[config.mk]
export PLATFORM = sky130hd
export DESIGN_NAME = osd_shadow_line_double
export DESIGN_NICKNAME = d
export VERILOG_FILES = /design/src/rtl/osd_line_fetch.v /design/src/rtl/osd_shadow_line_double.v
export VERILOG_INCLUDE_DIRS = /design/src /design/src/rtl
export SDC_FILE = /design/constraint.sdc
export NUM_CORES = 1
export LEC_CHECK = 0
export BUFFER_PORTS_ARGS = -buffer_cell sky130_fd_sc_hd__buf_2
export CAP_MARGIN = 5
export CORE_ASPECT_RATIO = 0.75
export CORE_MARGIN = 2
export CORE_UTILIZATION = 28
export CTS_CLUSTER_DIAMETER = 120
export DETAILED_ROUTE_END_ITERATION = 8
export PLACE_DENSITY = 0.51
export RECOVER_POWER = 100
export SKIP_LAST_GASP = 1
export SYNTH_ARGS = -nofsm -noshare
export SYNTH_HDL_FRONTEND = slang
export SYNTH_HIERARCHICAL = 1
export SYNTH_SLANG_ARGS = --single-unit
[constraint.sdc]
create_clock -name pclk -period 12.6 [get_ports pclk]
set_input_delay 3.15 -clock pclk [delete_from_list [all_inputs] [get_ports pclk]]
set_output_delay 3.15 -clock pclk [all_outputs]
set_load 0.05 [all_outputs]
[src/rtl/osd_map.vh]
// constants, register map and timing counts of the shadow / line double / glyph fetch stage
// How it works
// - shadow only on rom and 1-bit redefinable glyphs while enable is one
// - one enable bit in the display config word switches shadow on or off
// - shadow pixels use a 6-bit colour index, any entry 0 to 63
// - direction bit zero means east shadow, one means west shadow
// - shadow looks only at pixels of the current character matrix
// - no shadow pixel crosses into the neighbouring character matrix
// - progressive scan outputs each display line twice
// - line repeat only inside the character display area
// - progressive control bit one enables line repeat, zero disables
// - redefinable glyphs read from on-chip ram at 1, 2 or 4 bits per pixel
// - each glyph starts on a fresh byte, odd heights leave last nibble free in 1-bit glyphs
// - 1-bit glyphs pack continuously across lines, leftmost pixel in bit 7 on even lines, bit 3 on odd lines
// - 3-bit height code, 000 is 9 lines, each step adds one line
// - every character matrix is exactly 12 pixels wide
`ifndef OSD_MAP_VH
`define OSD_MAP_VH
`define OSD_CFG_ADDR        12'h000
`define OSD_BASE1_ADDR      12'h004
`define OSD_BASE2_ADDR      12'h008
`define OSD_BASE4_ADDR      12'h00c
`define OSD_STAT_ADDR       12'h010
`define OSD_SHADOW_ENABLE_BIT        0
`define OSD_SHDIR_BIT       1
`define OSD_PROG_BIT        2
`define OSD_HGT_LSB         4
`define OSD_SHADOW_COLOUR_INDEX_LSB       8
`define OSD_CFG_RESET       32'h0000_0000
`define OSD_MATRIX_W        12
`define OSD_MIN_LINES       9
`define OSD_FMT_ROM         2'h0
`define OSD_FMT_ONE         2'h1
`define OSD_FMT_TWO         2'h2
`define OSD_FMT_FOUR        2'h3
`endif

[src/rtl/osd_line_fetch.v]
// fetches one 12-pixel glyph line from on-chip ram and unpacks it
`timescale 1ns/100ps
`include "osd_map.vh"
module osd_line_fetch #(
    parameter AW = 16
) (
    input  wire          pclk,
    input  wire          presetn,
    input  wire          start,
    input  wire [1:0]    fmt,
    input  wire [AW-1:0] base,
    input  wire [7:0]    glyph,
    input  wire [3:0]    line,
    input  wire [2:0]    hgt_code,
    output reg  [AW-1:0] ram_addr,
    output reg           ram_rd,
    input  wire [7:0]    ram_data,
    output reg  [47:0]   pix,
    output reg           done
);
    reg  [4:0]    nlines;
    reg  [10:0]   bits_per_glyph;
    reg  [10:0]   bytes_per_glyph;
    reg  [15:0]   bit_off;
    reg  [AW-1:0] first_byte;
    reg  [3:0]    bitpos;
    reg  [2:0]    bpp;
    reg  [3:0]    cnt;
    reg  [3:0]    nbytes;
    reg           busy;
    reg           wait_data;
    reg  [95:0]   sh;
    reg           last;
    reg  [3:0]    bitpos_q;
    always @* begin
        nlines = {2'b00, hgt_code} + 5'd`OSD_MIN_LINES;
        case (fmt)
            `OSD_FMT_TWO:  bpp = 3'd2;
            `OSD_FMT_FOUR: bpp = 3'd4;
            default:       bpp = 3'd1;
        endcase
        // line is 12 pixels times depth
        bits_per_glyph  = nlines * 11'd`OSD_MATRIX_W * bpp;
        bytes_per_glyph = (bits_per_glyph + 11'd7) >> 3;
        bit_off         = {12'h000, line} * 16'd`OSD_MATRIX_W * bpp;
        first_byte      = base + glyph * {{(AW-11){1'b0}}, bytes_per_glyph} + bit_off[15:3];
        bitpos          = {1'b0, bit_off[2:0]};
    end
    always @(posedge pclk or negedge presetn) begin
        if (!presetn) begin
            ram_addr  <= {AW{1'b0}};
            ram_rd    <= 1'b0;
            pix       <= 48'h0;
            done      <= 1'b0;
            busy      <= 1'b0;
            wait_data <= 1'b0;
            cnt       <= 4'h0;
            nbytes    <= 4'h0;
            sh        <= 96'h0;
            last      <= 1'b0;
            bitpos_q  <= 4'h0;
        end else begin
            done   <= 1'b0;
            ram_rd <= 1'b0;
            last   <= 1'b0;
            if (start && !busy) begin
                busy     <= 1'b1;
                ram_addr <= first_byte;
                ram_rd   <= 1'b1;
                cnt      <= 4'h0;
                nbytes   <= (bpp == 3'd4) ? 4'd7 : (bpp == 3'd2) ? 4'd4 : 4'd3;
                sh       <= 96'h0;
                bitpos_q <= bitpos;
                wait_data <= 1'b1;
            end else if (busy && wait_data) begin
                sh <= {sh[87:0], ram_data}; // 1-bit: leftmost pixel is bit 7 of the first byte on even lines, bit 3 on odd lines; 2/4-bit: leftmost pixel in the low bits of the last byte
                if (cnt + 4'd1 == nbytes) begin
                    busy      <= 1'b0;
                    wait_data <= 1'b0;
                    last      <= 1'b1;
                end else begin
                    cnt      <= cnt + 4'd1;
                    ram_addr <= ram_addr + {{(AW-1){1'b0}}, 1'b1};
                    ram_rd   <= 1'b1;
                end
            end
            // the first byte shifted in is the stale bus value, so only the
            // newest bytes are used; pix and done rise together for the consumer
            if (last) begin
                done <= 1'b1;
                case (nbytes)
                    4'd7:    pix <= sh[47:0];
                    4'd4:    pix <= {24'h000000, sh[23:0]};
                    default: pix <= {36'h0, bitpos_q[2] ? sh[11:0] : sh[15:4]};
                endcase
            end
        end
    end
endmodule

[src/rtl/osd_shadow_line_double.v]
// pixel stage: shadow, line doubling, glyph fetch, apb configuration
//
// Chosen here: the APB interface to the registers and the placing of the registers.
`timescale 1ns/100ps
`include "osd_map.vh"
module osd_shadow_line_double #(
    parameter AW = 16
) (
    input  wire          pclk,
    input  wire          presetn,
    input  wire          psel,
    input  wire          penable,
    input  wire          pwrite,
    input  wire [11:0]   paddr,
    input  wire [31:0]   pwdata,
    output reg  [31:0]   prdata,
    output wire          pready,
    output wire          pslverr,
    input  wire          char_start,
    input  wire [1:0]    char_fmt,
    input  wire [7:0]    char_code,
    input  wire [3:0]    char_line,
    input  wire [11:0]   rom_pixels,
    input  wire [5:0]    fg_index,
    input  wire [5:0]    bg_index,
    input  wire          in_area,
    input  wire          line_end,
    output wire [AW-1:0] ram_addr,
    output wire          ram_rd,
    input  wire [7:0]    ram_data,
    output reg  [5:0]    pix_index,
    output reg           pix_valid,
    output reg           repeat_line
);
    reg  [31:0]   cfg;
    reg  [AW-1:0] base1;
    reg  [AW-1:0] base2;
    reg  [AW-1:0] base4;
    reg  [AW-1:0] base_sel;
    reg  [11:0]   fg_mask;
    reg  [11:0]   shadow_mask;
    reg  [47:0]   colour;
    reg  [1:0]    fmt_q;
    reg  [3:0]    px;
    reg           shading;
    reg           fetch_busy;
    reg           run;
    wire [47:0]   fetched;
    wire          fetch_done;
    wire          shadow_enable  = cfg[`OSD_SHADOW_ENABLE_BIT];
    wire          shdir = cfg[`OSD_SHDIR_BIT];
    wire          prog  = cfg[`OSD_PROG_BIT];
    wire [2:0]    hgt   = cfg[`OSD_HGT_LSB+2:`OSD_HGT_LSB];
    wire [5:0]    shadow_colour_index = cfg[`OSD_SHADOW_COLOUR_INDEX_LSB+5:`OSD_SHADOW_COLOUR_INDEX_LSB];
    wire          wr    = psel && penable && pwrite;
    wire          addr_ok = (paddr == `OSD_CFG_ADDR) || (paddr == `OSD_BASE1_ADDR) ||
                            (paddr == `OSD_BASE2_ADDR) || (paddr == `OSD_BASE4_ADDR) ||
                            (paddr == `OSD_STAT_ADDR);
    assign pready  = 1'b1;
    assign pslverr = psel && penable && !addr_ok;
    always @(posedge pclk or negedge presetn) begin
        if (!presetn) begin
            cfg   <= `OSD_CFG_RESET;
            base1 <= {AW{1'b0}};
            base2 <= {AW{1'b0}};
            base4 <= {AW{1'b0}};
        end else if (wr) begin
            case (paddr)
                `OSD_CFG_ADDR:   cfg   <= pwdata & 32'h0000_3f77;
                `OSD_BASE1_ADDR: base1 <= pwdata[AW-1:0];
                `OSD_BASE2_ADDR: base2 <= pwdata[AW-1:0];
                `OSD_BASE4_ADDR: base4 <= pwdata[AW-1:0];
                default:         cfg   <= cfg;
            endcase
        end
    end
    always @* begin
        case (paddr)
            `OSD_CFG_ADDR:   prdata = cfg;
            `OSD_BASE1_ADDR: prdata = {{(32-AW){1'b0}}, base1};
            `OSD_BASE2_ADDR: prdata = {{(32-AW){1'b0}}, base2};
            `OSD_BASE4_ADDR: prdata = {{(32-AW){1'b0}}, base4};
            `OSD_STAT_ADDR:  prdata = {28'h0, fetch_busy, repeat_line, pix_valid, shading};
            default:         prdata = 32'h0;
        endcase
    end
    always @* begin
        case (char_fmt)
            `OSD_FMT_TWO:  base_sel = base2;
            `OSD_FMT_FOUR: base_sel = base4;
            default:       base_sel = base1;
        endcase
    end
    osd_line_fetch #(
        .AW(AW)
    ) u_fetch (
        .pclk     (pclk),
        .presetn  (presetn),
        .start    (char_start && char_fmt != `OSD_FMT_ROM),
        .fmt      (char_fmt),
        .base     (base_sel),
        .glyph    (char_code),
        .line     (char_line),
        .hgt_code (hgt),
        .ram_addr (ram_addr),
        .ram_rd   (ram_rd),
        .ram_data (ram_data),
        .pix      (fetched),
        .done     (fetch_done)
    );
    // shadow masks are built per matrix, so shifted bits fall off the 12-pixel edge
    function [11:0] shade;
        input [11:0] fg;
        input        west;
        begin
            if (west)
                shade = (fg << 1) & ~fg;
            else
                shade = (fg >> 1) & ~fg;
        end
    endfunction
    always @(posedge pclk or negedge presetn) begin
        if (!presetn) begin
            fg_mask     <= 12'h000;
            shadow_mask <= 12'h000;
            colour      <= 48'h0;
            fmt_q       <= `OSD_FMT_ROM;
            px          <= 4'h0;
            pix_valid   <= 1'b0;
            pix_index   <= 6'h00;
            fetch_busy  <= 1'b0;
            shading     <= 1'b0;
            run         <= 1'b0;
        end else begin
            // pix_valid follows run by one cycle so it qualifies pix_index exactly
            pix_valid <= run;
            if (char_start && char_fmt == `OSD_FMT_ROM) begin
                fg_mask     <= rom_pixels;
                shadow_mask <= shadow_enable ? shade(rom_pixels, shdir) : 12'h000;
                fmt_q       <= `OSD_FMT_ROM;
                px          <= 4'h0;
                run         <= 1'b1;
                shading     <= shadow_enable;
            end else if (char_start) begin
                fetch_busy <= 1'b1;
                fmt_q      <= char_fmt;
                run        <= 1'b0;
            end else if (fetch_done) begin
                fetch_busy  <= 1'b0;
                colour      <= fetched;
                fg_mask     <= fetched[11:0];
                shadow_mask <= (shadow_enable && fmt_q == `OSD_FMT_ONE) ?
                               shade(fetched[11:0], shdir) : 12'h000;
                shading     <= shadow_enable && fmt_q == `OSD_FMT_ONE;
                px          <= 4'h0;
                run         <= 1'b1;
            end else if (run) begin
                if (px == 4'd`OSD_MATRIX_W - 4'd1)
                    run <= 1'b0;
                else
                    px <= px + 4'd1;
            end
            if (run) begin
                case (fmt_q)
                    `OSD_FMT_TWO:  pix_index <= {fg_index[5:2], colour[2*px+:2]};
                    `OSD_FMT_FOUR: pix_index <= {fg_index[5:4], colour[4*px+:4]};
                    default:
                        if (fg_mask[4'd11 - px])
                            pix_index <= fg_index;
                        else if (shadow_mask[4'd11 - px])
                            pix_index <= shadow_colour_index;
                        else
                            pix_index <= bg_index;
                endcase
            end
        end
    end
    always @(posedge pclk or negedge presetn) begin
        if (!presetn)
            repeat_line <= 1'b0;
        else if (line_end)
            repeat_line <= prog && in_area && !repeat_line;
    end
endmodule

* Yosys cells after proc, flatten, opt, wreduce, memory -nomap -nowiden *
Cells that the tools add are included.

operators by class
  $add $sub $neg = 8
  $mul = 5
  order comparisons = 1
  equal/unequal tests = 18
  shifts and indexed selects = 2
  mux-type cells = 59
  bitwise operators = 8
  reductions and logical operators = 35

operator list
  cell                     count
  $mux W12                 11
  $mux W48                 2
  $pmux W48 S2             1
  $pmux W16 S5             1
  $mux W16                 3
  $shiftx A48 B6 Y2        1
  $shiftx A48 B7 Y4        1
  $mux W4                  9
  $pmux W16 S2             1
  $and A11 B12 Y12         2
  $and A12 B12 Y12         2
  $eq A12 B4 Y1 const B    2
  $not A12 Y12             2
  $mux W1                  22
  $add A16 B1 Y16 const B  1
  $add A16 B16 Y16         1
  $add A16 B8 Y16          1
  $mul A8 B8 Y16           1
  $reduce_and A2 Y1        8
  $eq A12 B3 Y1 const B    1
  $eq A12 B5 Y1 const B    1
  $logic_not A12 Y1        1
  $mux W6                  2
  $pmux W6 S2              1
  other kinds (30)         58

storage, ports and cells
  bits in registers = 274
  input bits = 98
  output and inout port bits = 59
  word-level logic and storage cells = 161

* Depth between registers and ports, before layout *
  depth in word-level cells = 8
  gate-level depth with buffers = 34
  gate-level depth less buffers = 34

* By module *
Netlist, hierarchy kept.

by module, submodules not included
  module                  times used  cells each  area an instance (sq um)  sequential area each (sq um)
  osd_line_fetch          1           957         9271.4                    3078.0
  osd_shadow_line_double  1           802         8182.8                    3728.6

* Worst setup path after synthesis *
OpenSTA, ideal clock, no wires.

  path kind = input port to flip-flop
  start point = input port char_fmt[1]
  end point = register u_fetch.ram_addr[14]
  library setup time = 0.070 ns
  data arrival time = 10.244 ns
  data required time = 12.530 ns
  path slack = 2.286 ns
  cell stages on the path = 29
  path buffers = 1
  path through = nor2b_1 > inv_1 > ha_1 > clkbuf_1 > nand2_1 > fa_1 > inv_1 > ha_1 > fa_1 > a211oi_1 > nor2_1 > xor2_1 > nand3_1 > xor2_2 > nand2b_1 > fa_1 > fa_1 > fa_1 > inv_1 > fa_1 > inv_1 > fa_1 > inv_1 > ha_1 > a21o_1 > o2111ai_1 > a21oi_1 > or3_1 > nand3_1

between the ends
  word-level cells in the longest chain between the ends = 8
  elaborated cells on any way between the ends = 17
  classes of those cells = add/sub (3); mul (3); eq/ne (3); mux (3); reduce/logical (5)

RTL lines
  what                    RTL line                                          source
  start: declaration      osd_shadow_line_double.v:20                       input wire [1:0] char_fmt,
  $eq A2 B2 Y1            osd_line_fetch.v:37, osd_shadow_line_double.v:88
  $pmux W3 S2             osd_line_fetch.v:37                               case (fmt)
  $mul A7 B3 Y9           osd_line_fetch.v:43                               bits_per_glyph = nlines * 11'd`OSD_MATRIX_W * bpp;
  $add A11 B3 Y11         osd_line_fetch.v:44                               bytes_per_glyph = (bits_per_glyph + 11'd7) >> 3;
  $mul A8 B8 Y16          osd_line_fetch.v:46                               first_byte = base + glyph * {{(AW-11){1'b0}}, bytes_per_glyph} + bit_off[15:3];
  $add A16 B16 Y16        osd_line_fetch.v:46
  $add A16 B8 Y16         osd_line_fetch.v:46
  $mux W16                osd_line_fetch.v:66                               if (start && !busy) begin
  end signal: assignment  osd_line_fetch.v:51                               ram_addr <= {AW{1'b0}};
  end signal: assignment  osd_line_fetch.v:68                               ram_addr <= first_byte;
  end signal: assignment  osd_line_fetch.v:83                               ram_addr <= ram_addr + {{(AW-1){1'b0}}, 1'b1};
  end: declaration        osd_line_fetch.v:15                               output reg [AW-1:0] ram_addr,

Parallel ways exist; a longest one is shown, timed or not.
A chain may end at the register's enable or synchronous reset.

* Worst setup path after layout *
  start point = input port char_fmt[0]
  end point = register u_fetch.ram_addr[12]

Same word-level chain as after synthesis.

==> results by group <==
STA
  – Actual slew at the worst max-slew pin: 3760 ps
  – Fin crit period: 11260 ps
  – RSZ-0062 raised after global routing: no
  – Setup total negative slack: 0 ps
  – Fin. Hold Viols: 0
  – Period utilization: 0.894
  – Setup Skew: 37.4 ps
  – Max Slew Vio Count: 585
  – F_max: 88.8 MHz
  – Max_slew headroom: -1.50
  – Final setup viols: 0

Worst setup path
  – Worst setup EP type: flip-flop
  – Most numerous cell on the critical path: fa_1
  – Maximum fanout along the worst path: 13
  – Slowest cell delay on critical path: 650 ps
  – Worst path slowest cell: xnor2_1
  – Setup Crit Path Kind: in -> reg
  – Critical path's top delay family: adder cells
  – Startpoint types: input port
  – Critical path arrival: 11660 ps
  – Worst path bufs/invs: 6
  – Worst endpoint required time: 13000 ps

Clocking
  – Clk slew on worst S/H paths: 60 ps
  – Postcts setup bufs: 0
  – Clock Root Buffer: clkbuf_16
  – Max clock buf depth: 3
  – Worst-Skew Late Latency: 580 ps
  – Total CTS buffers: 29
  – Hold_buf cts: 0
  – CTS tree: built
  – Post-CTS sizing: 0
  – Htree depth: 1
  – # clock sinks: 272

Power
  – VDD IR max: 151 uV
  – Pwr dens: 223 nW/um^2
  – Switching power: 0.00188 W
  – Leakage power: 9.25 nW
  – Comb pwr share: 0.458
  – Total Power: 0.00438 W
  – Clock network power share: 0.210
  – Sequential cell fraction of total power: 0.332
  – Internal cell power: 0.00249 W
  – Switching share of power: 0.430

Logic synthesis
  – Simple-gate area share of the yosys netlist: 0.143
  – Syn Inst Count: 1759
  – XOR/XNOR Fraction of Synth Area: 0.0250
  – Post-synthesis sequential area ratio: 0.390
  – Flops & latches, synth: 272
  – Syn Area/Cell: 9.92 um^2
  – Fraction of registers with async set/reset: 1.00
  – Top cells by area, synth: dfrtp_1 39%, fa_1 7.7%, nand2_1 5.7%, ha_1 5.7%, mux2i_1 4.8%
  – Cell Area, Synth: 17500 um^2
  – Post-synth EDFFs: 0
  – Top-area cell type share of the netlist area: 0.390
  – Synth Warn #: 6
  – Count leader, synth: dfrtp_1
  – Synth area leader: dfrtp_1
  – Main synth FF type: dfrtp_1
  – Synth Area in Compound Gates: 0.124
  – Adder-cell share of the synthesized area: 0.134
  – Synth top cells by count: 272 x dfrtp_1, 267 x nand2_1, 161 x inv_1
  – Synth unique cells: 82
  – Mux cell area share after synthesis: 0.117
  – Main combinational cell family by area after synthesis: simple AND/OR/NAND/NOR gates

Global route
  – Total Routing Usage GR: 0.148
  – Vias in the first global route: 12677
  – Gr ovfl total: 0
  – First-pass GRT wire length: 75200 um
  – Largest net degree at the start of global routing: 80
  – Initial antenna violation count: 0

Route
  – DRT Pass-1 Iters: 5
  – Iter 0 DRT Violations: 1097
  – ANT nets after route: 0
  – Vias/cell: 4.90
  – DR WL/cell: 17.9 um
  – Vias: 13121
  – Number of remaining DRC errors: 0
  – Final WL: 48000 um

Placement
  – Placed Area: 18800 um^2
  – Placed cells: 2626
  – Routability cong.: 0.854
  – PortBufs: 123
  – Dpl hpwl: 34900 um

Finish
  – Final nets: 2092
  – Layout cell share with drive strength beyond 1: 0.130
  – Filler cells: 6448
  – Design area: 19700 um^2
  – Layout Utilization: 0.318
  – Non-filler instance count after layout: 2680
  – N_diodes: 0
  – Syn-to-layout area delta: 12.7%

Hold path
  – Hold Crit Class: reg -> reg

Floorplan
  – Die span in x: 292 um
  – Core area: 61900 um^2
  – FP Rows: 79
  – I/O pin count: 157
  – Die area: 64400 um^2
  – Starting Density: 0.282
  – Die Span Y: 220 um

Job
  – Max-capacitance violation count: 13

Outcome
  – Failing checks: capacitance limit, slew limit
  – Outcome: finished, violations left
## through the flow
stage	hold WS (ps)	setup slack, ps
5_1_grt	475	737
6_report	442	1340
2_1_floorplan	352	2290
3_5_place_dp	449	1160
4_1_cts	438	1700
3_3_place_gp	452	1240
## per-layer routing
metal,vias up,track usage,share of wire
met5,-,0,0
met4,0,0.0265,0.011
met3,36,0.0225,0.052
met2,311,0.202,0.40
met1,6606,0.241,0.54
li1,6168,-,-
## power by group through the flow
| stage | Clock (W) | Sequential, W | Combinational [W] |
|---|---|---|---|
| final | 0.000921 | 0.00145 | 0.00200 |
| after global routing | 0.000980 | 0.00149 | 0.00227 |
| after CTS | 0.000944 | 0.00145 | 0.00205 |
| after detailed placement | 0 | 0.00146 | 0.00202 |
| after global placement | 0 | 0.00145 | 0.00201 |
| after floorplan | 0 | 0.00143 | 0.00150 |
## final cells by class
cell class	count	area, um^2	area share
sequential	272	6810	0.346
multi-input combinational	1238	9530	0.485
timing repair buffer	145	681	0.0346
tap	810	1010	0.0515
clock inverter	12	173	0.00878
clock buffer	42	855	0.0435
inverter	161	604	0.0307
## flip-flops by register name (all words and copies together) (netlist names), 2 cells and up
name              flops
shadow_mask          12
base1                16
colour               48
fmt_q                 2
u_fetch/sh           48
pix_index             6
fg_mask              12
px                    4
base4                16
u_fetch/ram_addr     16
u_fetch/pix          48
u_fetch/nbytes        2
base2                16
u_fetch/cnt           4
cfg                  12
## cells in the final DEF, fill, tap and decap left out, types with 67 or more instances in the layout
master	count
fa_1	67
buf_2	78
a21oi_1	87
inv_1	161
ha_1	80
dfrtp_1	269
nand2_1	269
o21ai_0	75
mux2i_1	83
nor2_1	83
## final timing paths
check                                            start                          endpoint  slack [ps]  depth (start not counted)
min                        u_fetch/pix[23]$_DFFE_PN0P_            colour[23]$_DFFE_PN0P_         440                          2
max                                        char_fmt[0]  u_fetch/ram_addr[12]$_DFFE_PN0P_        1340                         29
max in group asynchronous                      presetn            colour[22]$_DFFE_PN0P_        2660                          3
min in group asynchronous                      presetn         u_fetch/sh[3]$_DFFE_PN0P_        3730                          1
min reg2reg                u_fetch/pix[23]$_DFFE_PN0P_            colour[23]$_DFFE_PN0P_         440                          2
max reg2reg                         cfg[4]$_DFFE_PN0P_  u_fetch/ram_addr[12]$_DFFE_PN0P_        3060                         31
## worst reg2reg max path: cells and delay by family, from the launching register on
kind,cells,cell delay (ps)
flops,1,560
fa+ha+maj,11,4830
buf+inv,4,220
xor+xnor,3,1100
compound gates,9,1730
simple gates,4,930
## kinds of logic (layout without fill, tap and decap cells)
family,Yosys count,in the layout
multiplexers,168,168
AO/OA/AOI/OAI,326,326
XOR/XNOR,46,46
adder cells (fa/ha/maj),147,147
flip-flops,272,272
other,2,17
buffers and inverters,264,360
AND/OR/NAND/NOR,534,534
Note: power is estimated with default switching activity, not from simulation.
